[config.mk]
export PLATFORM = sky130hd
export DESIGN_NAME = adc_sweep_sequencer
export DESIGN_NICKNAME = d
export VERILOG_FILES = /design/src/core/ass_pkg.sv /design/src/core/adc_sweep_sequencer.sv /design/src/core/ass_conv_timer.sv /design/src/core/ass_trig_detect.sv
export VERILOG_INCLUDE_DIRS = /design/src /design/src/core
export SDC_FILE = /design/constraint.sdc
export NUM_CORES = 1
export LEC_CHECK = 0
export BUFFER_PORTS_ARGS = -buffer_cell sky130_fd_sc_hd__buf_2
export CAP_MARGIN = 15
export CORE_AREA = 2 2 117 142
export DETAILED_ROUTE_END_ITERATION = 8
export DIE_AREA = 0 0 119 144
export PLACE_DENSITY = 0.67
export SLEW_MARGIN = 0
export SYNTH_ARGS = -nofsm -noshare
export SYNTH_HDL_FRONTEND = slang
export SYNTH_SLANG_ARGS = --single-unit
[constraint.sdc]
create_clock -name clk_sys -period 2 [get_ports clk_sys]
set_clock_uncertainty 0.2 [all_clocks]
set_input_delay 0.1 -clock clk_sys [delete_from_list [all_inputs] [get_ports clk_sys]]
set_output_delay 0.1 -clock clk_sys [all_outputs]
set_load 0.005 [all_outputs]
[src/core/ass_params.svh]
`ifndef ASS_PARAMS_SVH
`define ASS_PARAMS_SVH
// register byte offsets on the bus
`define ASS_OFF_CTRL     12'h000
`define ASS_OFF_CFG      12'h004
`define ASS_OFF_STATUS   12'h008
`define ASS_OFF_RES_BASE 12'h020
// control register fields
`define ASS_CTRL_START   0
`define ASS_CTRL_TRGSEL  1
`define ASS_CTRL_TRGSRC  2
`define ASS_CTRL_DMA     3
`define ASS_CTRL_RES10   4
// configuration register fields
`define ASS_CFG_MODE_LO  0
`define ASS_CFG_SCAN_LO  2
`define ASS_CFG_PGRP_LO  4
`define ASS_CFG_MPGRP_LO 6
// reset values
`define ASS_CTRL_RST     8'h00
`define ASS_CFG_RST      8'h00
// conversion time per channel
`define ASS_CONV_NS      1000
`define ASS_CONV_CYC     ((`ASS_CONV_NS + 9) / 10)
`endif

[src/core/ass_pkg.sv]
package ass_pkg;
  typedef enum logic [1:0] {
    ASS_MODE_PRIO  = 2'h0,
    ASS_MODE_MSING = 2'h1,
    ASS_MODE_MREP  = 2'h2,
    ASS_MODE_RSVD  = 2'h3
  } ass_mode_t;
  typedef enum logic [2:0] {
    ASS_IDLE = 3'b001,
    ASS_ARM  = 3'b010,
    ASS_CONV = 3'b100
  } ass_state_t;
endpackage

[src/core/adc_sweep_sequencer.sv]
`timescale 1ns/100ps
`include "ass_params.svh"
module adc_sweep_sequencer
  import ass_pkg::*;
(
  input  wire logic        clk_sys,
  input  wire logic        srst,
  input  wire logic        psel,
  input  wire logic        penable,
  input  wire logic        pwrite,
  input  wire logic [11:0] paddr,
  input  wire logic [31:0] pwdata,
  output logic      [31:0] prdata,
  output logic             pready,
  output logic             pslverr,
  input  wire logic        ext_trigger_in,
  input  wire logic        motor_timer_b2_count,
  input  wire logic [9:0]  adcData,
  output logic             adcStart,
  output logic [1:0]       adcGroup,
  output logic [2:0]       adcChannel,
  output logic             convIrq,
  output logic             dmaReq
);
  import ass_pkg::*;

  ////////////////////////////////////////////////////////////////////////
  logic [7:0]  ctrl;
  logic [7:0]  cfg;
  logic [9:0]  channel_result_reg [8];
  ass_state_t  state;
  logic [3:0]  pos;
  logic [1:0]  prioIdx;
  logic        inPrio;
  logic [2:0]  curCh;
  logic [1:0]  curGrp;
  logic        trigPulse;
  logic        convDone;
  logic        startConv;
  logic        abortConv;

  logic [7:0]  next_ctrl;
  ass_state_t  next_state;
  logic [3:0]  next_pos;
  logic [1:0]  next_prioIdx;
  logic        next_inPrio;
  logic [31:0] next_prdata;
  logic        next_pready;
  logic        next_pslverr;
  logic        next_adcStart;
  logic [1:0]  next_adcGroup;
  logic [2:0]  next_adcChannel;
  logic        next_convIrq;
  logic        next_dmaReq;
  logic [9:0]  resVal;
  logic [2:0]  nxtCh;
  logic        nxtBase;
  logic        seqEnd;
  logic [3:0]  firstPos;

  ass_mode_t   mode;
  logic [1:0]  scanW;
  logic [1:0]  pgrp;
  logic [1:0]  mpgrp;
  logic        wrEn;
  logic        rdEn;

  assign mode  = ass_mode_t'(cfg[`ASS_CFG_MODE_LO +: 2]);
  assign scanW = cfg[`ASS_CFG_SCAN_LO +: 2];
  assign pgrp  = cfg[`ASS_CFG_PGRP_LO +: 2];
  assign mpgrp = cfg[`ASS_CFG_MPGRP_LO +: 2];
  assign wrEn  = psel & penable & pwrite & ~pready;
  assign rdEn  = psel & ~penable & ~pwrite;
  // priority sweeps open on channel 0; pos starts at the first channel outside the priority set
  assign firstPos = (mode == ASS_MODE_PRIO) ? {1'b0, 3'(scanW) + 3'h1} : 4'h0;

  ////////////////////////////////////////////////////////////////////////
  ass_trig_detect u_trig (
    .clk_sys   (clk_sys),
    .srst      (srst),
    .extTrigIn (ext_trigger_in),
    .timerIrq  (motor_timer_b2_count),
    .trgSrc    (ctrl[`ASS_CTRL_TRGSRC]),
    .trigPulse (trigPulse)
  );

  ass_conv_timer u_timer (
    .clk_sys   (clk_sys),
    .srst      (srst),
    .startConv (startConv),
    .abortConv (abortConv),
    .convDone  (convDone)
  );

  ////////////////////////////////////////////////////////////////////////
  // channel walk: pos counts non-priority steps, inPrio marks a burst
  always_comb begin
    next_state   = state;
    next_pos     = pos;
    next_prioIdx = prioIdx;
    next_inPrio  = inPrio;
    startConv    = 1'b0;
    abortConv    = 1'b0;
    seqEnd       = 1'b0;
    nxtCh        = 3'h0;
    nxtBase      = 1'b0;
    next_ctrl    = ctrl;
    if (wrEn && paddr == `ASS_OFF_CTRL) begin
      next_ctrl = pwdata[7:0];
    end
    case (state)
      ASS_IDLE: begin
        if (ctrl[`ASS_CTRL_START]) begin
          next_pos     = firstPos;
          next_prioIdx = 2'h0;
          next_inPrio  = (mode == ASS_MODE_PRIO);
          if (!ctrl[`ASS_CTRL_TRGSEL]) begin
            next_state = ASS_CONV;
            startConv  = 1'b1;
          end else begin
            next_state = ASS_ARM;
          end
        end
      end
      ASS_ARM: begin
        if (trigPulse) begin
          next_state = ASS_CONV;
          startConv  = 1'b1;
        end
      end
      ASS_CONV: begin
        if (ctrl[`ASS_CTRL_TRGSEL] && trigPulse) begin
          abortConv    = 1'b1;
          startConv    = 1'b1;
          next_pos     = firstPos;
          next_prioIdx = 2'h0;
          next_inPrio  = (mode == ASS_MODE_PRIO);
        end else if (convDone) begin
          if (mode == ASS_MODE_PRIO) begin
            if (inPrio && prioIdx != scanW) begin
              next_prioIdx = prioIdx + 2'h1;
            end else if (inPrio) begin
              // pos already names the next other channel, so the rotation goes on
              next_inPrio = 1'b0;
            end else begin
              next_inPrio  = 1'b1;
              next_prioIdx = 2'h0;
              next_pos     = (pos[2:0] == 3'h7) ? firstPos : pos + 4'h1;
            end
            startConv = 1'b1;
          end else begin
            next_pos = pos + 4'h1;
            if (pos == 4'hf) begin
              seqEnd = 1'b1;
            end
            if (seqEnd && mode == ASS_MODE_MSING) begin
              next_state = ctrl[`ASS_CTRL_TRGSEL] ? ASS_ARM : ASS_IDLE;
              if (!ctrl[`ASS_CTRL_TRGSEL]) begin
                next_ctrl[`ASS_CTRL_START] = 1'b0;
              end
            end else begin
              startConv = 1'b1;
            end
          end
        end
      end
      default: next_state = ASS_IDLE;
    endcase
    if (!next_ctrl[`ASS_CTRL_START]) begin
      next_state = ASS_IDLE;
      abortConv  = 1'b1;
      startConv  = 1'b0;
    end
    if (next_inPrio && mode == ASS_MODE_PRIO) begin
      nxtCh = 3'(next_prioIdx);
    end else begin
      nxtCh = next_pos[2:0];
    end
    nxtBase = (mode != ASS_MODE_PRIO) && !next_pos[3];
  end

  ////////////////////////////////////////////////////////////////////////
  // result width
  assign resVal = ctrl[`ASS_CTRL_RES10] ? adcData : {2'b00, adcData[9:2]};

  always_comb begin
    next_adcStart   = startConv;
    next_adcChannel = startConv ? nxtCh : adcChannel;
    next_adcGroup   = adcGroup;
    if (startConv) begin
      next_adcGroup = (mode == ASS_MODE_PRIO) ? pgrp : (nxtBase ? 2'h0 : mpgrp + 2'h1);
    end
    next_convIrq = convDone & ctrl[`ASS_CTRL_DMA];
    next_dmaReq  = convDone & ctrl[`ASS_CTRL_DMA];
    next_pready  = psel & penable & ~pready;
    next_pslverr = 1'b0;
    next_prdata  = prdata;
    if (rdEn) begin
      next_prdata = 32'h0000_0000;
      if (paddr == `ASS_OFF_CTRL) begin
        next_prdata = {24'h000000, ctrl};
      end else if (paddr == `ASS_OFF_CFG) begin
        next_prdata = {24'h000000, cfg};
      end else if (paddr == `ASS_OFF_STATUS) begin
        next_prdata = {22'h000000, curGrp, curCh, state, inPrio, 1'b0};
      end else if (paddr[11:5] == 7'h01 && paddr[1:0] == 2'h0) begin
        next_prdata = {22'h000000, channel_result_reg[paddr[4:2]]};
      end
    end
    if (psel && penable && !pready) begin
      next_pslverr = !(paddr == `ASS_OFF_CTRL || paddr == `ASS_OFF_CFG || paddr == `ASS_OFF_STATUS
                       || paddr[11:5] == 7'h01) || paddr[1:0] != 2'h0;
    end
  end

  ////////////////////////////////////////////////////////////////////////
  always_ff @(posedge clk_sys) begin
    if (srst) begin
      ctrl       <= `ASS_CTRL_RST;
      cfg        <= `ASS_CFG_RST;
      state      <= ASS_IDLE;
      pos        <= 4'h0;
      prioIdx    <= 2'h0;
      inPrio     <= 1'b0;
      curCh      <= 3'h0;
      curGrp     <= 2'h0;
      prdata     <= 32'h0000_0000;
      pready     <= 1'b0;
      pslverr    <= 1'b0;
      adcStart   <= 1'b0;
      adcGroup   <= 2'h0;
      adcChannel <= 3'h0;
      convIrq    <= 1'b0;
      dmaReq     <= 1'b0;
    end else begin
      ctrl       <= next_ctrl;
      if (wrEn && paddr == `ASS_OFF_CFG) begin
        cfg <= pwdata[7:0];
      end
      state      <= next_state;
      pos        <= next_pos;
      prioIdx    <= next_prioIdx;
      inPrio     <= next_inPrio;
      if (startConv) begin
        curCh  <= next_adcChannel;
        curGrp <= next_adcGroup;
      end
      prdata     <= next_prdata;
      pready     <= next_pready;
      pslverr    <= next_pslverr;
      adcStart   <= next_adcStart;
      adcGroup   <= next_adcGroup;
      adcChannel <= next_adcChannel;
      convIrq    <= next_convIrq;
      dmaReq     <= next_dmaReq;
    end
  end

  for (genvar i = 0; i < 8; i++) begin : g_res
    always_ff @(posedge clk_sys) begin
      if (srst) begin
        channel_result_reg[i] <= 10'h000;
      end else if (convDone && (ctrl[`ASS_CTRL_DMA] ? (i == 0) : (curCh == 3'(i)))) begin
        channel_result_reg[i] <= resVal;
      end
    end
  end

  ////////////////////////////////////////////////////////////////////////
  AST_NO_IRQ_PRIO: assert property (@(posedge clk_sys) disable iff (srst)
    (mode == ASS_MODE_PRIO && !ctrl[`ASS_CTRL_DMA] && !$past(ctrl[`ASS_CTRL_DMA])) |-> !convIrq)
    else $error("interrupt in priority mode without dma");
  AST_IRQ_DMA: assert property (@(posedge clk_sys) disable iff (srst)
    (convDone && ctrl[`ASS_CTRL_DMA]) |=> convIrq && dmaReq)
    else $error("missing request after conversion");
  AST_IRQ_PULSE: assert property (@(posedge clk_sys) disable iff (srst)
    convIrq |=> !convIrq || $past(convDone))
    else $error("interrupt not a pulse");
  AST_SW_START: assert property (@(posedge clk_sys) disable iff (srst)
    (state == ASS_IDLE && ctrl[`ASS_CTRL_START] && !ctrl[`ASS_CTRL_TRGSEL] && next_ctrl[`ASS_CTRL_START])
      |=> adcStart)
    else $error("software start missed");
  AST_ARM_WAIT: assert property (@(posedge clk_sys) disable iff (srst)
    (state == ASS_ARM && !trigPulse) |=> !adcStart)
    else $error("started without trigger");
  AST_STOP: assert property (@(posedge clk_sys) disable iff (srst)
    !ctrl[`ASS_CTRL_START] |-> state == ASS_IDLE || $past(ctrl[`ASS_CTRL_START]))
    else $error("running with start bit clear");
  AST_PRIO_RANGE: assert property (@(posedge clk_sys) disable iff (srst)
    (adcStart && mode == ASS_MODE_PRIO && inPrio) |-> adcChannel <= 3'(scanW))
    else $error("priority channel out of range");
  AST_MP_GROUP: assert property (@(posedge clk_sys) disable iff (srst)
    (adcStart && mode != ASS_MODE_PRIO && pos[3]) |-> adcGroup != 2'h0)
    else $error("second half on base group");
  AST_RES8: assert property (@(posedge clk_sys) disable iff (srst)
    (convDone && !ctrl[`ASS_CTRL_RES10] && ctrl[`ASS_CTRL_DMA]) |=> channel_result_reg[0][9:8] == 2'b00)
    else $error("8-bit result too wide");
  AST_PRIO_OTHER: assert property (@(posedge clk_sys) disable iff (srst)
    (adcStart && mode == ASS_MODE_PRIO && !inPrio) |-> adcChannel > 3'(scanW))
    else $error("other channel inside priority set");
  AST_MP_BASE: assert property (@(posedge clk_sys) disable iff (srst)
    (adcStart && mode != ASS_MODE_PRIO && !pos[3]) |-> adcGroup == 2'h0)
    else $error("first half off the base group");
  AST_SINGLE_END: assert property (@(posedge clk_sys) disable iff (srst)
    (seqEnd && mode == ASS_MODE_MSING && !ctrl[`ASS_CTRL_TRGSEL]) |=> !ctrl[`ASS_CTRL_START])
    else $error("single sweep kept running");
  COV_SW: cover property (@(posedge clk_sys) disable iff (srst) state == ASS_IDLE ##1 state == ASS_CONV);
  COV_RETRIG: cover property (@(posedge clk_sys) disable iff (srst) state == ASS_CONV && trigPulse);
  COV_MSING_END: cover property (@(posedge clk_sys) disable iff (srst) seqEnd && mode == ASS_MODE_MSING);
  COV_PRIO_WRAP: cover property (@(posedge clk_sys) disable iff (srst)
    adcStart && mode == ASS_MODE_PRIO && !inPrio && adcChannel == 3'h7);
  COV_ARMED: cover property (@(posedge clk_sys) disable iff (srst)
    state == ASS_ARM ##1 state == ASS_CONV);
endmodule // adc_sweep_sequencer

[src/core/ass_conv_timer.sv]
`timescale 1ns/100ps
`include "ass_params.svh"
module ass_conv_timer (
  input  wire logic clk_sys,
  input  wire logic srst,
  input  wire logic startConv,
  input  wire logic abortConv,
  output logic      convDone
);
  localparam logic [7:0] CONV_LAST = 8'(`ASS_CONV_CYC - 1);
  logic       running;
  logic [7:0] cnt;
  logic       next_running;
  logic [7:0] next_cnt;
  logic       next_convDone;

  always_comb begin
    next_running  = running;
    next_cnt      = cnt;
    next_convDone = 1'b0;
    if (abortConv) begin
      next_running = 1'b0;
      next_cnt     = 8'h00;
    end else if (startConv) begin
      next_running = 1'b1;
      next_cnt     = 8'h00;
    end else if (running) begin
      if (cnt == CONV_LAST) begin
        next_running  = 1'b0;
        next_convDone = 1'b1;
      end else begin
        next_cnt = cnt + 8'h01;
      end
    end
  end

  always_ff @(posedge clk_sys) begin
    if (srst) begin
      running  <= 1'b0;
      cnt      <= 8'h00;
      convDone <= 1'b0;
    end else begin
      running  <= next_running;
      cnt      <= next_cnt;
      convDone <= next_convDone;
    end
  end
endmodule // ass_conv_timer

[src/core/ass_trig_detect.sv]
`timescale 1ns/100ps
module ass_trig_detect (
  input  wire logic clk_sys,
  input  wire logic srst,
  input  wire logic extTrigIn,
  input  wire logic timerIrq,
  input  wire logic trgSrc,
  output logic      trigPulse
);
  logic extPrev;
  logic next_extPrev;
  logic next_trigPulse;

  always_comb begin
    next_extPrev = extTrigIn;
    // falling edge of the pin, or the timer request
    next_trigPulse = trgSrc ? timerIrq : (extPrev & ~extTrigIn);
  end

  always_ff @(posedge clk_sys) begin
    if (srst) begin
      extPrev   <= 1'b1;
      trigPulse <= 1'b0;
    end else begin
      extPrev   <= next_extPrev;
      trigPulse <= next_trigPulse;
    end
  end
endmodule // ass_trig_detect
==> results of run 1 <==
[worst register-to-register path, cell delays in order, from the launching register on]
cell and delay (ns):
dfxtp_2 0.33, ha_4 0.16, ha_4 0.16, nor3b_4 0.15, or4b_4 0.49, mux2i_4 0.24, a221oi_4 0.11, nor3_1 0.14
[cells by family (layout without fill, tap and decap cells)]
group / count (synthesis) / count (layout) / synth area share
other: 1 / 22 / 0.000540
buffers and inverters: 61 / 197 / 0.0533
XOR/XNOR: 10 / 10 / 0.0126
adder cells (fa/ha/maj): 4 / 4 / 0.00721
AND/OR/NAND/NOR: 248 / 248 / 0.186
flip-flops: 142 / 142 / 0.525
multiplexers: 64 / 64 / 0.132
AO/OA/AOI/OAI: 77 / 77 / 0.0829
[area by class of cell]
class / instances / area (sq um) / area share
Timing Repair Buffer: 155 / 1130 / 0.127
Sequential cell: 142 / 3660 / 0.413
Multi-Input combinational cell: 425 / 3180 / 0.359
Clock inverter: 15 / 161 / 0.0182
Inverter: 10 / 40.0 / 0.00452
Clock buffer: 17 / 425 / 0.0480
Tap cell: 212 / 265 / 0.0300
[how the worst min path moves through the flow]
stage | start | cells past startpoint | endpoint
2_1_floorplan | ext_trigger_in | 1 | u_trig.extPrev$_SDFF_PP1_
3_3_place_gp | ext_trigger_in | 2 | u_trig.extPrev$_SDFF_PP1_
3_5_place_dp | ext_trigger_in | 2 | u_trig.extPrev$_SDFF_PP1_
4_1_cts | paddr[5] | 4 | pslverr$_SDFF_PP0_
5_1_grt | paddr[5] | 4 | pslverr$_SDFF_PP0_
6_report | paddr[5] | 4 | pslverr$_SDFF_PP0_
[power groups by stage]
stage	combinational [W]	sequential, W	clock (W)
2_1_floorplan	0.000253	0.00325	0
3_3_place_gp	0.000379	0.00326	0
3_5_place_dp	0.000388	0.00327	0
4_1_cts	0.000429	0.00320	0.00319
5_1_grt	0.000461	0.00321	0.00331
6_report	0.000428	0.00320	0.00313
[synthesized netlist by cell type (3+ instances only)]
cell,n
mux4_2,20
ha_1,4
nor2b_1,12
nand3_1,6
nor3b_1,3
nor3_1,11
a211oi_1,9
edfxtp_1,80
nand2_1,25
xnor2_1,3
inv_1,9
nand4_1,6
mux2i_1,31
o21ai_0,12
dfxtp_1,62
nand3b_1,7
clkbuf_1,10
and2_1,5
a21o_1,4
a222oi_1,5
mux2_2,12
nor2_1,135
buf_6,4
buf_4,25
a21oi_1,12
xor2_1,7
nor4_4,5
nand2b_1,6
buf_2,9
a31o_2,5
[per-stage QoR]
stage          utilization  cells
3_5_place_dp         0.493    914
2_1_floorplan            -    628
4_1_cts              0.552    974
3_3_place_gp         0.493    914
5_1_grt              0.557    976
6_report             0.557    976
[metal layers]
metal,routed length [um],vias to the layer above,part of all wire
met5,0,-,0
met4,583,0,0.032
met3,908,38,0.051
met2,9610,184,0.53
met1,6870,2639,0.38
li1,-,2473,-
[timing repair]
action,in CTS,in global routing
hold endpoints to repair,92,0
hold buffers,24,0
cloned,0,0
setup endpoints to repair,24,26
buffers inserted,4,3
gates resized for setup,27,15
pin swaps,14,10
==> run_summary.xml, run 1 <==
<?xml version="1.0" encoding="UTF-8"?>
<metrics>
  <group name="critical_path">
    <metric name="critical_path.cell_chain" unit="">ha_4 &gt; ha_4 &gt; nor3b_4 &gt; or4b_4 &gt; mux2i_4 &gt; a221oi_4 &gt; nor3_1</metric>
    <metric name="crit_top_cell" unit="">ha_4</metric>
    <metric name="critPathLaunchType" unit="">register</metric>
    <metric name="endpoint" unit="">curGrp[0]$_SDFFE_PP0N_</metric>
    <metric name="timing_worst_setup_path_type" unit="">register to register</metric>
    <metric name="endpoint_kind" unit="">register</metric>
    <metric name="worst-path-max-fanout" unit="">3</metric>
    <metric name="setup.reg_to_reg.worst_slack" unit="ns">-0.05</metric>
    <metric name="cpLargestDelayFamily" unit="">simple AND/OR/NAND/NOR gates</metric>
    <metric name="worst_reg2reg_path_length_in_cells" unit="">7</metric>
    <metric name="slowest_stage" unit="">or4b_4</metric>
    <metric name="crit_path_max_incr_delay" unit="ns">0.49</metric>
    <metric name="reg2reg_to" unit="">curGrp[0]$_SDFFE_PP0N_</metric>
    <metric name="timing.rr.start" unit="">pos[1]$_SDFF_PP0_</metric>
    <metric name="worstSetupPathDepth" unit="">7</metric>
    <metric name="worst-endpoint-required" unit="ns">2.14</metric>
    <metric name="crit_path_buf_inv_count" unit="">0</metric>
    <metric name="worst-endpoint-arrival" unit="ns">2.19</metric>
    <metric name="worst_setup_path_startpoint" unit="">pos[1]$_SDFF_PP0_</metric>
  </group>
  <group name="clocking">
    <metric name="clock_buffers_created_by_tritoncts" unit="">17</metric>
    <metric name="clock_latency" unit="ns">0.43</metric>
    <metric name="cts_max_path_buffers" unit="">2</metric>
    <metric name="clock_tree.htree_level_count" unit="">4</metric>
    <metric name="tritoncts" unit="">built</metric>
    <metric name="cts.clk_slew.worst_paths" unit="ns">0.07</metric>
    <metric name="cts_num_sinks" unit="">142</metric>
    <metric name="ctsRootBufferMaster" unit="">clkbuf_16</metric>
  </group>
  <group name="floorplanning">
    <metric name="core" unit="sq um">15900</metric>
    <metric name="floorplan.rows" unit="">51</metric>
    <metric name="die_area" unit="sq um">17100</metric>
    <metric name="chipHeight" unit="um">144</metric>
    <metric name="start_util" unit="">0.437</metric>
    <metric name="pin_count" unit="">103</metric>
    <metric name="overall_die_width" unit="um">119</metric>
  </group>
  <group name="timing">
    <metric name="finalWorstPathRequiredPeriod" unit="ns">2.05</metric>
    <metric name="whs" unit="ns">0.0166</metric>
    <metric name="final.setup.tns" unit="ns">-0.194</metric>
    <metric name="setup-violations-final" unit="">8</metric>
    <metric name="final-max-slew-violation-count" unit="">0</metric>
    <metric name="grt_setup_unrepaired" unit="">true</metric>
    <metric name="tightestPinTransition" unit="ns">0.683</metric>
    <metric name="setup_ws" unit="ns">-0.0520</metric>
    <metric name="clock.fmax" unit="MHz">487</metric>
    <metric name="final.period_utilization" unit="">1.03</metric>
    <metric name="number_of_failing_hold_endpoints_at_the_final_stage" unit="">0</metric>
    <metric name="slew-limit-headroom" unit="">0.544</metric>
  </group>
  <group name="global_routing">
    <metric name="grt_util_met3" unit="">0.0402</metric>
    <metric name="grt_start_max_net_pins" unit="">24</metric>
    <metric name="groute.usage.overall" unit="">0.216</metric>
    <metric name="met2_usage" unit="">0.392</metric>
    <metric name="gr-total-overflow" unit="">0</metric>
    <metric name="first_pass_grt_wire_length" unit="um">28200</metric>
    <metric name="met1_usage_grt" unit="">0.244</metric>
    <metric name="antenna_violations_before_repair" unit="">0</metric>
    <metric name="number_of_global_route_vias_before_repair" unit="">5404</metric>
    <metric name="top_usage_layer" unit="">met2</metric>
  </group>
  <group name="min_path">
    <metric name="hp-class" unit="">primary input to register</metric>
  </group>
  <group name="layout">
    <metric name="antenna_cells_inserted" unit="">0</metric>
    <metric name="syn_to_final_growth" unit="%">27.5</metric>
    <metric name="layout.cell_area.non_filler" unit="sq um">8850</metric>
    <metric name="finalNetCount" unit="">816</metric>
    <metric name="final_common_cell" unit="">nor2_1</metric>
    <metric name="drive_gt1_frac" unit="">0.334</metric>
    <metric name="layout_common_cells" unit="">nor2_1, edfxtp_1, buf_4</metric>
    <metric name="largest_register_ffs" unit="">80</metric>
    <metric name="filler_cell_count" unit="">1344</metric>
  </group>
  <group name="yosys">
    <metric name="synth-seq-area-share" unit="">0.525</metric>
    <metric name="synth_area_leaders" unit="">edfxtp_1, dfxtp_1, nor2_1, mux4_2, mux2i_1</metric>
    <metric name="synth_area_per_cell" unit="sq um">11.4</metric>
    <metric name="synth_enable_flop_cells" unit="">80</metric>
    <metric name="synth.yosys.warnings" unit="">0</metric>
    <metric name="synth.lib_cells_used.distinct" unit="">76</metric>
    <metric name="syn-instance-count" unit="">607</metric>
    <metric name="yosys_most_used_dff" unit="">edfxtp_1</metric>
    <metric name="synth-async-reset-ratio" unit="">0</metric>
    <metric name="yosysTopAreaCellShare" unit="">0.346</metric>
    <metric name="postSynthRegisterBits" unit="">142</metric>
    <metric name="synth.cell_area" unit="sq um">6940</metric>
    <metric name="post-synth-top-area-cell" unit="">edfxtp_1</metric>
  </group>
  <group name="route">
    <metric name="num_vias" unit="">5334</metric>
    <metric name="wl_per_cell" unit="um">18.4</metric>
    <metric name="drt-total-wl" unit="um">18000</metric>
    <metric name="detail_route.drc_violations" unit="">0</metric>
    <metric name="initialDrtViolationCount" unit="">360</metric>
    <metric name="postRouteAntennaNets" unit="">0</metric>
    <metric name="vias_per_instance" unit="">5.47</metric>
    <metric name="dr.pass1.iters" unit="">5</metric>
  </group>
  <group name="pwr">
    <metric name="netSwitchingFraction" unit="">0.238</metric>
    <metric name="p_comb_frac" unit="">0.063</metric>
    <metric name="p_leak" unit="nW">3.41</metric>
    <metric name="internal_power" unit="W">0.00515</metric>
    <metric name="pwr-share-seq" unit="">0.473</metric>
    <metric name="design_power_total" unit="W">0.00676</metric>
    <metric name="worst_ir_drop_vdd" unit="mV">0.643</metric>
    <metric name="power.net_switching" unit="W">0.00161</metric>
    <metric name="p_per_area" unit="nW/um^2">764</metric>
    <metric name="relative_contribution_of_the_clock_network_to_total_power" unit="">0.463</metric>
  </group>
  <group name="placed_design">
    <metric name="gp_congestion" unit="">0.853</metric>
    <metric name="detailed_placement_wirelength_estimate" unit="um">12800</metric>
    <metric name="post_place_instance_area" unit="sq um">7840</metric>
    <metric name="place_worst_setup_slack" unit="ns">-0.193</metric>
    <metric name="port-buffer-count" unit="">56</metric>
  </group>
  <group name="run">
    <metric name="drv_cap" unit="">0</metric>
  </group>
  <group name="run_status">
    <metric name="violations" unit="">negative setup slack</metric>
    <metric name="status" unit="">complete, but fails checks</metric>
  </group>
</metrics>
Power figures use the tool's default switching activity.
==> inputs of run 2 (changes only) <==
==> constraint.sdc (replaced) <==
create_clock -name clk_sys -period 2 [get_ports clk_sys]
set_clock_uncertainty 0.2 [all_clocks]
set_input_delay 0.1 -clock clk_sys [delete_from_list [all_inputs] [get_ports clk_sys]]
set_output_delay 0.1 -clock clk_sys [all_outputs]
set_load 0.02 [all_outputs]
==> run 2 against run 1 <==
Against the previous run:
- the run still ends with negative setup slack left
- core utilization increased by 0.094 points
- setup slack lost 0.060 ns
- hold slack better by 0.0059 ns
- die area unchanged
- final cell count is 0.10% higher
- register-to-register slack worse by 0.06 ns
- non-clock buffer count rose by 1
- critical path depth unchanged
- combinational power grew 12%
- clock power fell by 4%
- final area grew 0.17%
- global-route usage hardly changed
- critical endpoint is now adcGroup[1]$_SDFF_PP0_
- largest power group unchanged
==> run_summary.xml, run 2 (synthesis results as in run 1) <==
<?xml version="1.0" encoding="UTF-8"?>
<metrics>
  <group name="run_status">
    <metric name="status" unit="">complete, but fails checks</metric>
    <metric name="violations" unit="">negative setup slack</metric>
  </group>
  <group name="layout">
    <metric name="finalNetCount" unit="">817</metric>
    <metric name="antenna_cells_inserted" unit="">0</metric>
    <metric name="stdcell_count" unit="">977</metric>
    <metric name="largest_register_ffs" unit="">80</metric>
    <metric name="layout_common_cells" unit="">nor2_1, edfxtp_1, buf_4</metric>
    <metric name="syn_to_final_growth" unit="%">27.7</metric>
    <metric name="final_common_cell" unit="">nor2_1</metric>
    <metric name="register_area" unit="sq um">3650</metric>
    <metric name="drive_gt1_frac" unit="">0.340</metric>
    <metric name="filler_cell_count" unit="">1344</metric>
    <metric name="multi_input_combinational_cell_area" unit="sq um">3210</metric>
  </group>
  <group name="clocking">
    <metric name="tritoncts" unit="">built</metric>
    <metric name="clock_tree.htree_level_count" unit="">4</metric>
    <metric name="clock_latency" unit="ns">0.43</metric>
    <metric name="cts_num_sinks" unit="">142</metric>
    <metric name="clock_buffers_created_by_tritoncts" unit="">17</metric>
    <metric name="cts.clk_slew.worst_paths" unit="ns">0.07</metric>
    <metric name="cts_max_path_buffers" unit="">2</metric>
    <metric name="ctsRootBufferMaster" unit="">clkbuf_16</metric>
  </group>
  <group name="placed_design">
    <metric name="gp_congestion" unit="">0.902</metric>
    <metric name="detailed_placement_wirelength_estimate" unit="um">13000</metric>
    <metric name="place_worst_setup_slack" unit="ns">-0.210</metric>
    <metric name="port-buffer-count" unit="">56</metric>
    <metric name="dp.cells" unit="">915</metric>
  </group>
  <group name="pwr">
    <metric name="worst_ir_drop_vdd" unit="mV">0.616</metric>
    <metric name="internal_power" unit="W">0.00502</metric>
    <metric name="power.net_switching" unit="W">0.00165</metric>
    <metric name="relative_contribution_of_the_clock_network_to_total_power" unit="">0.448</metric>
    <metric name="pwr-share-seq" unit="">0.480</metric>
    <metric name="p_comb_frac" unit="">0.072</metric>
    <metric name="netSwitchingFraction" unit="">0.247</metric>
    <metric name="p_leak" unit="nW">3.44</metric>
    <metric name="p_per_area" unit="nW/um^2">752</metric>
  </group>
  <group name="floorplanning">
    <metric name="core" unit="sq um">15900</metric>
    <metric name="floorplan.rows" unit="">51</metric>
    <metric name="die_area" unit="sq um">17100</metric>
    <metric name="chipHeight" unit="um">144</metric>
    <metric name="pin_count" unit="">103</metric>
    <metric name="overall_die_width" unit="um">119</metric>
    <metric name="start_util" unit="">0.437</metric>
  </group>
  <group name="global_routing">
    <metric name="number_of_global_route_vias_before_repair" unit="">5334</metric>
    <metric name="grt_start_max_net_pins" unit="">40</metric>
    <metric name="gr-total-overflow" unit="">0</metric>
    <metric name="antenna_violations_before_repair" unit="">0</metric>
    <metric name="groute.usage.overall" unit="">0.216</metric>
    <metric name="first_pass_grt_wire_length" unit="um">28200</metric>
  </group>
  <group name="critical_path">
    <metric name="timing.rr.start" unit="">pos[0]$_SDFF_PP0_</metric>
    <metric name="slowest_stage" unit="">or4b_4</metric>
    <metric name="worst-endpoint-required" unit="ns">2.14</metric>
    <metric name="crit_path_max_incr_delay" unit="ns">0.50</metric>
    <metric name="timing_worst_setup_path_type" unit="">register to register</metric>
    <metric name="critPathLaunchType" unit="">register</metric>
    <metric name="critical_path.cell_chain" unit="">ha_4 &gt; ha_4 &gt; nor3b_4 &gt; or4b_4 &gt; mux2i_4 &gt; a221oi_4 &gt; nor3_1</metric>
    <metric name="worst-path-max-fanout" unit="">3</metric>
    <metric name="crit_top_cell" unit="">ha_4</metric>
    <metric name="worst-endpoint-arrival" unit="ns">2.25</metric>
    <metric name="endpoint_kind" unit="">register</metric>
    <metric name="worst_setup_path_startpoint" unit="">pos[0]$_SDFF_PP0_</metric>
  </group>
  <group name="timing">
    <metric name="number_of_failing_hold_endpoints_at_the_final_stage" unit="">0</metric>
    <metric name="tightestPinTransition" unit="ns">0.683</metric>
    <metric name="setup_ws" unit="ns">-0.112</metric>
    <metric name="finalWorstPathRequiredPeriod" unit="ns">2.11</metric>
    <metric name="final.period_utilization" unit="">1.06</metric>
    <metric name="grt_setup_unrepaired" unit="">true</metric>
    <metric name="setup-violations-final" unit="">5</metric>
    <metric name="slew-limit-headroom" unit="">0.544</metric>
    <metric name="final-max-slew-violation-count" unit="">0</metric>
    <metric name="clock.fmax" unit="MHz">474</metric>
  </group>
  <group name="route">
    <metric name="initialDrtViolationCount" unit="">360</metric>
    <metric name="dr.pass1.iters" unit="">9</metric>
    <metric name="wl_per_cell" unit="um">18.6</metric>
    <metric name="drt-total-wl" unit="um">18100</metric>
    <metric name="num_vias" unit="">5306</metric>
    <metric name="detail_route.drc_violations" unit="">0</metric>
    <metric name="vias_per_instance" unit="">5.43</metric>
    <metric name="postRouteAntennaNets" unit="">0</metric>
  </group>
  <group name="run">
    <metric name="drv_cap" unit="">0</metric>
  </group>
  <group name="min_path">
    <metric name="hp-class" unit="">primary input to register</metric>
    <metric name="worst_hold_startpoint" unit="">paddr[4]</metric>
  </group>
</metrics>
## run 2: power by group through the flow
stage                     Combinational [W]  Clock [W]  Sequential [W]
after floorplan                    0.000282          0         0.00326
after global placement             0.000430          0         0.00326
after detailed placement           0.000436          0         0.00327
after CTS                          0.000479    0.00303         0.00320
after global routing               0.000511    0.00315         0.00321
final                              0.000478    0.00299         0.00320
## run 2: critical path, delay by kind of cell, from the launching register on
kind,cells,cell delay (ns)
multiplexers,1,0.26
AO/OA/AOI/OAI,1,0.11
AND/OR/NAND/NOR,3,0.79
adder cells (fa/ha/maj),2,0.32
flip-flops,1,0.34
## run 2: final cells by class
| class | count | share of cell area |
|---|---|---|
| Multi-Input combinational cell | 425 | 0.362 |
| Clock inverter | 13 | 0.0134 |
| Inverter | 10 | 0.00451 |
| Tap cell | 212 | 0.0299 |
| Sequential cell | 142 | 0.412 |
| Timing Repair Buffer | 156 | 0.130 |
| Clock buffer | 19 | 0.0488 |
## run 2: metal layers
| metal | GRT usage | part of all wire |
|---|---|---|
| met1 | 0.242 | 0.39 |
| met2 | 0.401 | 0.53 |
| met3 | 0.0438 | 0.038 |
| met4 | 0.0865 | 0.033 |
| met5 | 0 | 0 |
## run 2: worst paths after layout
path | to | slack, ns | cells past startpoint
worst max-delay path | adcGroup[1]$_SDFF_PP0_ | -0.11 | 7
worst min-delay path | prdata[0]$_SDFFE_PP0P_ | 0.02 | 5
worst max register to register | adcGroup[1]$_SDFF_PP0_ | -0.11 | 7
worst min register to register | adcChannel[2]$_SDFF_PP0_ | 0.27 | 2
## run 2: stage by stage
stage                     hold slack (ns)  cell area [sq um]  power, W  setup TNS, ns   util
final                              0.0225               8870   0.00667         -0.341  0.558
after global routing               0.0339               8870   0.00688         -0.998  0.558
after CTS                         0.00663               8730   0.00672         -0.323  0.550
after detailed placement            0.112               7870   0.00370          -4.52  0.495
after global placement             0.0997               7870   0.00369          -3.31  0.495
after floorplan                   0.00381               7070   0.00355        -0.0115      -
## run 2: what timing repair did
item / in CTS / in global routing
setup endpoints to repair: 22 / 37
hold buffers: 26 / 0
pin swaps: 12 / 9
gates resized for setup: 14 / 30
endpoints found under the hold margin: 73 / 0
buffers inserted: 1 / 3
==> inputs of run 3 (changes only) <==
--- a/config.mk
+++ b/config.mk
@@ -12,6 +12,7 @@
 export DETAILED_ROUTE_END_ITERATION = 8
 export DIE_AREA = 0 0 119 144
 export PLACE_DENSITY = 0.67
+export SETUP_SLACK_MARGIN = 0.2
 export SLEW_MARGIN = 0
 export SYNTH_ARGS = -nofsm -noshare
 export SYNTH_HDL_FRONTEND = slang
==> run 3 against run 2 <==
Against the previous run:
- the run still ends with negative setup slack left
- final cell count is 0.20% higher
- sequential cell count unchanged
- wire length is 4.7% lower
- core utilization is 1.4 points higher
- hold slack lost 0.017 ns
- largest cell class unchanged
- largest power group is now clock
==> run_summary.xml, run 3 (synthesis results as in run 1) <==
<?xml version="1.0" encoding="UTF-8"?>
<metrics>
  <group name="route">
    <metric name="initialDrtViolationCount" unit="">345</metric>
    <metric name="postRouteAntennaNets" unit="">0</metric>
    <metric name="drt-total-wl" unit="um">17300</metric>
    <metric name="detail_route.drc_violations" unit="">0</metric>
    <metric name="dr.pass1.iters" unit="">7</metric>
    <metric name="vias_per_instance" unit="">5.32</metric>
    <metric name="num_vias" unit="">5213</metric>
    <metric name="wl_per_cell" unit="um">17.7</metric>
  </group>
  <group name="layout">
    <metric name="multi_input_combinational_cell_area" unit="sq um">3330</metric>
    <metric name="filler_cell_count" unit="">1302</metric>
    <metric name="layout_common_cells" unit="">nor2_1, edfxtp_1, buf_4</metric>
    <metric name="final_common_cell" unit="">nor2_1</metric>
    <metric name="register_area" unit="sq um">3670</metric>
    <metric name="antenna_cells_inserted" unit="">0</metric>
    <metric name="stdcell_count" unit="">979</metric>
    <metric name="largest_register_ffs" unit="">80</metric>
    <metric name="finalNetCount" unit="">819</metric>
    <metric name="syn_to_final_growth" unit="%">30.9</metric>
    <metric name="drive_gt1_frac" unit="">0.374</metric>
  </group>
  <group name="min_path">
    <metric name="holdPathStages" unit="">4</metric>
    <metric name="min_delay_worst_endpoint" unit="">channel_result_reg[1][6]$_SDFFCE_PN0P_</metric>
    <metric name="worst_hold_startpoint" unit="">adcData[8]</metric>
    <metric name="hp-class" unit="">primary input to register</metric>
  </group>
  <group name="placed_design">
    <metric name="gp_congestion" unit="">0.870</metric>
    <metric name="port-buffer-count" unit="">56</metric>
    <metric name="detailed_placement_wirelength_estimate" unit="um">12700</metric>
    <metric name="dp.cells" unit="">918</metric>
  </group>
  <group name="timing">
    <metric name="final-max-slew-violation-count" unit="">0</metric>
    <metric name="finalWorstPathRequiredPeriod" unit="ns">2.08</metric>
    <metric name="clock.fmax" unit="MHz">481</metric>
    <metric name="setup_ws" unit="ns">-0.0802</metric>
    <metric name="grt_setup_unrepaired" unit="">true</metric>
    <metric name="final.period_utilization" unit="">1.04</metric>
    <metric name="number_of_failing_hold_endpoints_at_the_final_stage" unit="">0</metric>
    <metric name="setup-violations-final" unit="">5</metric>
    <metric name="whs" unit="ns">0.00583</metric>
  </group>
  <group name="global_routing">
    <metric name="grt_start_max_net_pins" unit="">48</metric>
    <metric name="first_pass_grt_wire_length" unit="um">26700</metric>
    <metric name="groute.usage.overall" unit="">0.204</metric>
    <metric name="number_of_global_route_vias_before_repair" unit="">5202</metric>
    <metric name="antenna_violations_before_repair" unit="">0</metric>
    <metric name="gr-total-overflow" unit="">0</metric>
  </group>
  <group name="critical_path">
    <metric name="worst-path-max-fanout" unit="">3</metric>
    <metric name="critPathLaunchType" unit="">register</metric>
    <metric name="timing.rr.start" unit="">pos[1]$_SDFF_PP0_</metric>
    <metric name="timing_worst_setup_path_type" unit="">register to register</metric>
    <metric name="slowest_stage" unit="">or4b_4</metric>
    <metric name="crit_top_cell" unit="">ha_4</metric>
    <metric name="worst-endpoint-arrival" unit="ns">2.24</metric>
    <metric name="critical_path.cell_chain" unit="">ha_4 &gt; ha_4 &gt; nor3b_4 &gt; or4b_4 &gt; mux2i_4 &gt; a221oi_2 &gt; nor3_2</metric>
    <metric name="reg2reg_to" unit="">curGrp[1]$_SDFFE_PP0N_</metric>
    <metric name="worst-endpoint-required" unit="ns">2.16</metric>
    <metric name="worst_reg2reg_path_length_in_cells" unit="">7</metric>
    <metric name="setup.reg_to_reg.worst_slack" unit="ns">-0.08</metric>
    <metric name="crit_path_max_incr_delay" unit="ns">0.49</metric>
    <metric name="endpoint_kind" unit="">register</metric>
  </group>
  <group name="pwr">
    <metric name="netSwitchingFraction" unit="">0.236</metric>
    <metric name="worst_ir_drop_vdd" unit="mV">0.582</metric>
    <metric name="p_comb_frac" unit="">0.069</metric>
    <metric name="p_leak" unit="nW">3.50</metric>
    <metric name="relative_contribution_of_the_clock_network_to_total_power" unit="">0.469</metric>
    <metric name="pwr-share-seq" unit="">0.462</metric>
    <metric name="power.net_switching" unit="W">0.00163</metric>
    <metric name="design_power_total" unit="W">0.00691</metric>
    <metric name="p_per_area" unit="nW/um^2">760</metric>
    <metric name="internal_power" unit="W">0.00528</metric>
  </group>
  <group name="floorplanning">
    <metric name="overall_die_width" unit="um">119</metric>
    <metric name="core" unit="sq um">15900</metric>
    <metric name="floorplan.rows" unit="">51</metric>
    <metric name="start_util" unit="">0.437</metric>
    <metric name="die_area" unit="sq um">17100</metric>
    <metric name="chipHeight" unit="um">144</metric>
    <metric name="pin_count" unit="">103</metric>
  </group>
  <group name="clocking">
    <metric name="clock_buffers_created_by_tritoncts" unit="">17</metric>
    <metric name="clock_tree.htree_level_count" unit="">4</metric>
    <metric name="tritoncts" unit="">built</metric>
    <metric name="clock_latency" unit="ns">0.43</metric>
    <metric name="ctsRootBufferMaster" unit="">clkbuf_16</metric>
    <metric name="cts.clk_slew.worst_paths" unit="ns">0.06</metric>
    <metric name="cts_num_sinks" unit="">142</metric>
    <metric name="cts_max_path_buffers" unit="">2</metric>
  </group>
  <group name="run_status">
    <metric name="violations" unit="">negative setup slack</metric>
    <metric name="status" unit="">complete, but fails checks</metric>
  </group>
  <group name="run">
    <metric name="drv_cap" unit="">0</metric>
  </group>
</metrics>
==> run 3: stage by stage <==
stage,area (sq um),setup TNS [ns],utilization,setup slack (ns)
after floorplan,7120,-0.0115,-,-0.0115
after global placement,7930,-3.24,0.499,-0.181
after detailed placement,7930,-4.27,0.499,-0.230
after CTS,8920,-0.388,0.561,-0.112
after global routing,9090,-0.736,0.572,-0.148
final,9090,-0.229,0.572,-0.0802
==> run 3: worst max path at each step <==
stage	endpoint	depth (start not counted)	start	slack, ns
final	curGrp[1]$_SDFFE_PP0N_	7	pos[1]$_SDFF_PP0_	-0.08
after detailed placement	u_timer.cnt[0]$_SDFFE_PP0P_	9	paddr[2]	-0.23
after global routing	adcGroup[1]$_SDFF_PP0_	7	pos[0]$_SDFF_PP0_	-0.15
after global placement	u_timer.convDone$_SDFF_PP0_	9	paddr[2]	-0.18
after floorplan	adcGroup[1]$_SDFF_PP0_	7	pos[0]$_SDFF_PP0_	-0.01
after CTS	curGrp[0]$_SDFFE_PP0N_	7	pos[0]$_SDFF_PP0_	-0.11
==> run 3: power by group through the flow <==
stage               combinational (W)  clock [W]  sequential (W)
CTS                          0.000474    0.00328         0.00320
global placement             0.000426          0         0.00326
floorplan                    0.000282          0         0.00326
finish                       0.000475    0.00324         0.00319
global route                 0.000509    0.00341         0.00320
detailed placement           0.000431          0         0.00327
==> run 3: cell type report <==
class,count,area share
repair buffers,157,0.129
clock inverters,14,0.0190
well taps,212,0.0292
multi-input cells,426,0.366
inverters,10,0.00495
clock buffers,18,0.0472
flip-flops and latches,142,0.404
==> run 3: layer usage <==
| layer | global-route usage | part of all wire | up-vias |
|---|---|---|---|
| met4 | 0.0934 | 0.029 | 0 |
| met1 | 0.229 | 0.40 | 2557 |
| li1 | - | - | 2489 |
| met5 | 0 | 0 | - |
| met2 | 0.372 | 0.54 | 130 |
| met3 | 0.0442 | 0.037 | 37 |
==> run 3: critical path: cells and delay by family (launching register included) <==
kind,cells,cell delay [ns]
compound gates,1,0.12
fa+ha+maj,2,0.32
flops,1,0.34
mux,1,0.25
simple gates,3,0.78
==> run 3: what timing repair did <==
action                                 CTS  global route
setup endpoints to repair               76            98
hold buffers                            23             0
endpoints found under the hold margin   73             0
buffers inserted                         2             3
pin swaps                               15            24
gates cloned                             0             1
gates resized for setup                 43            37
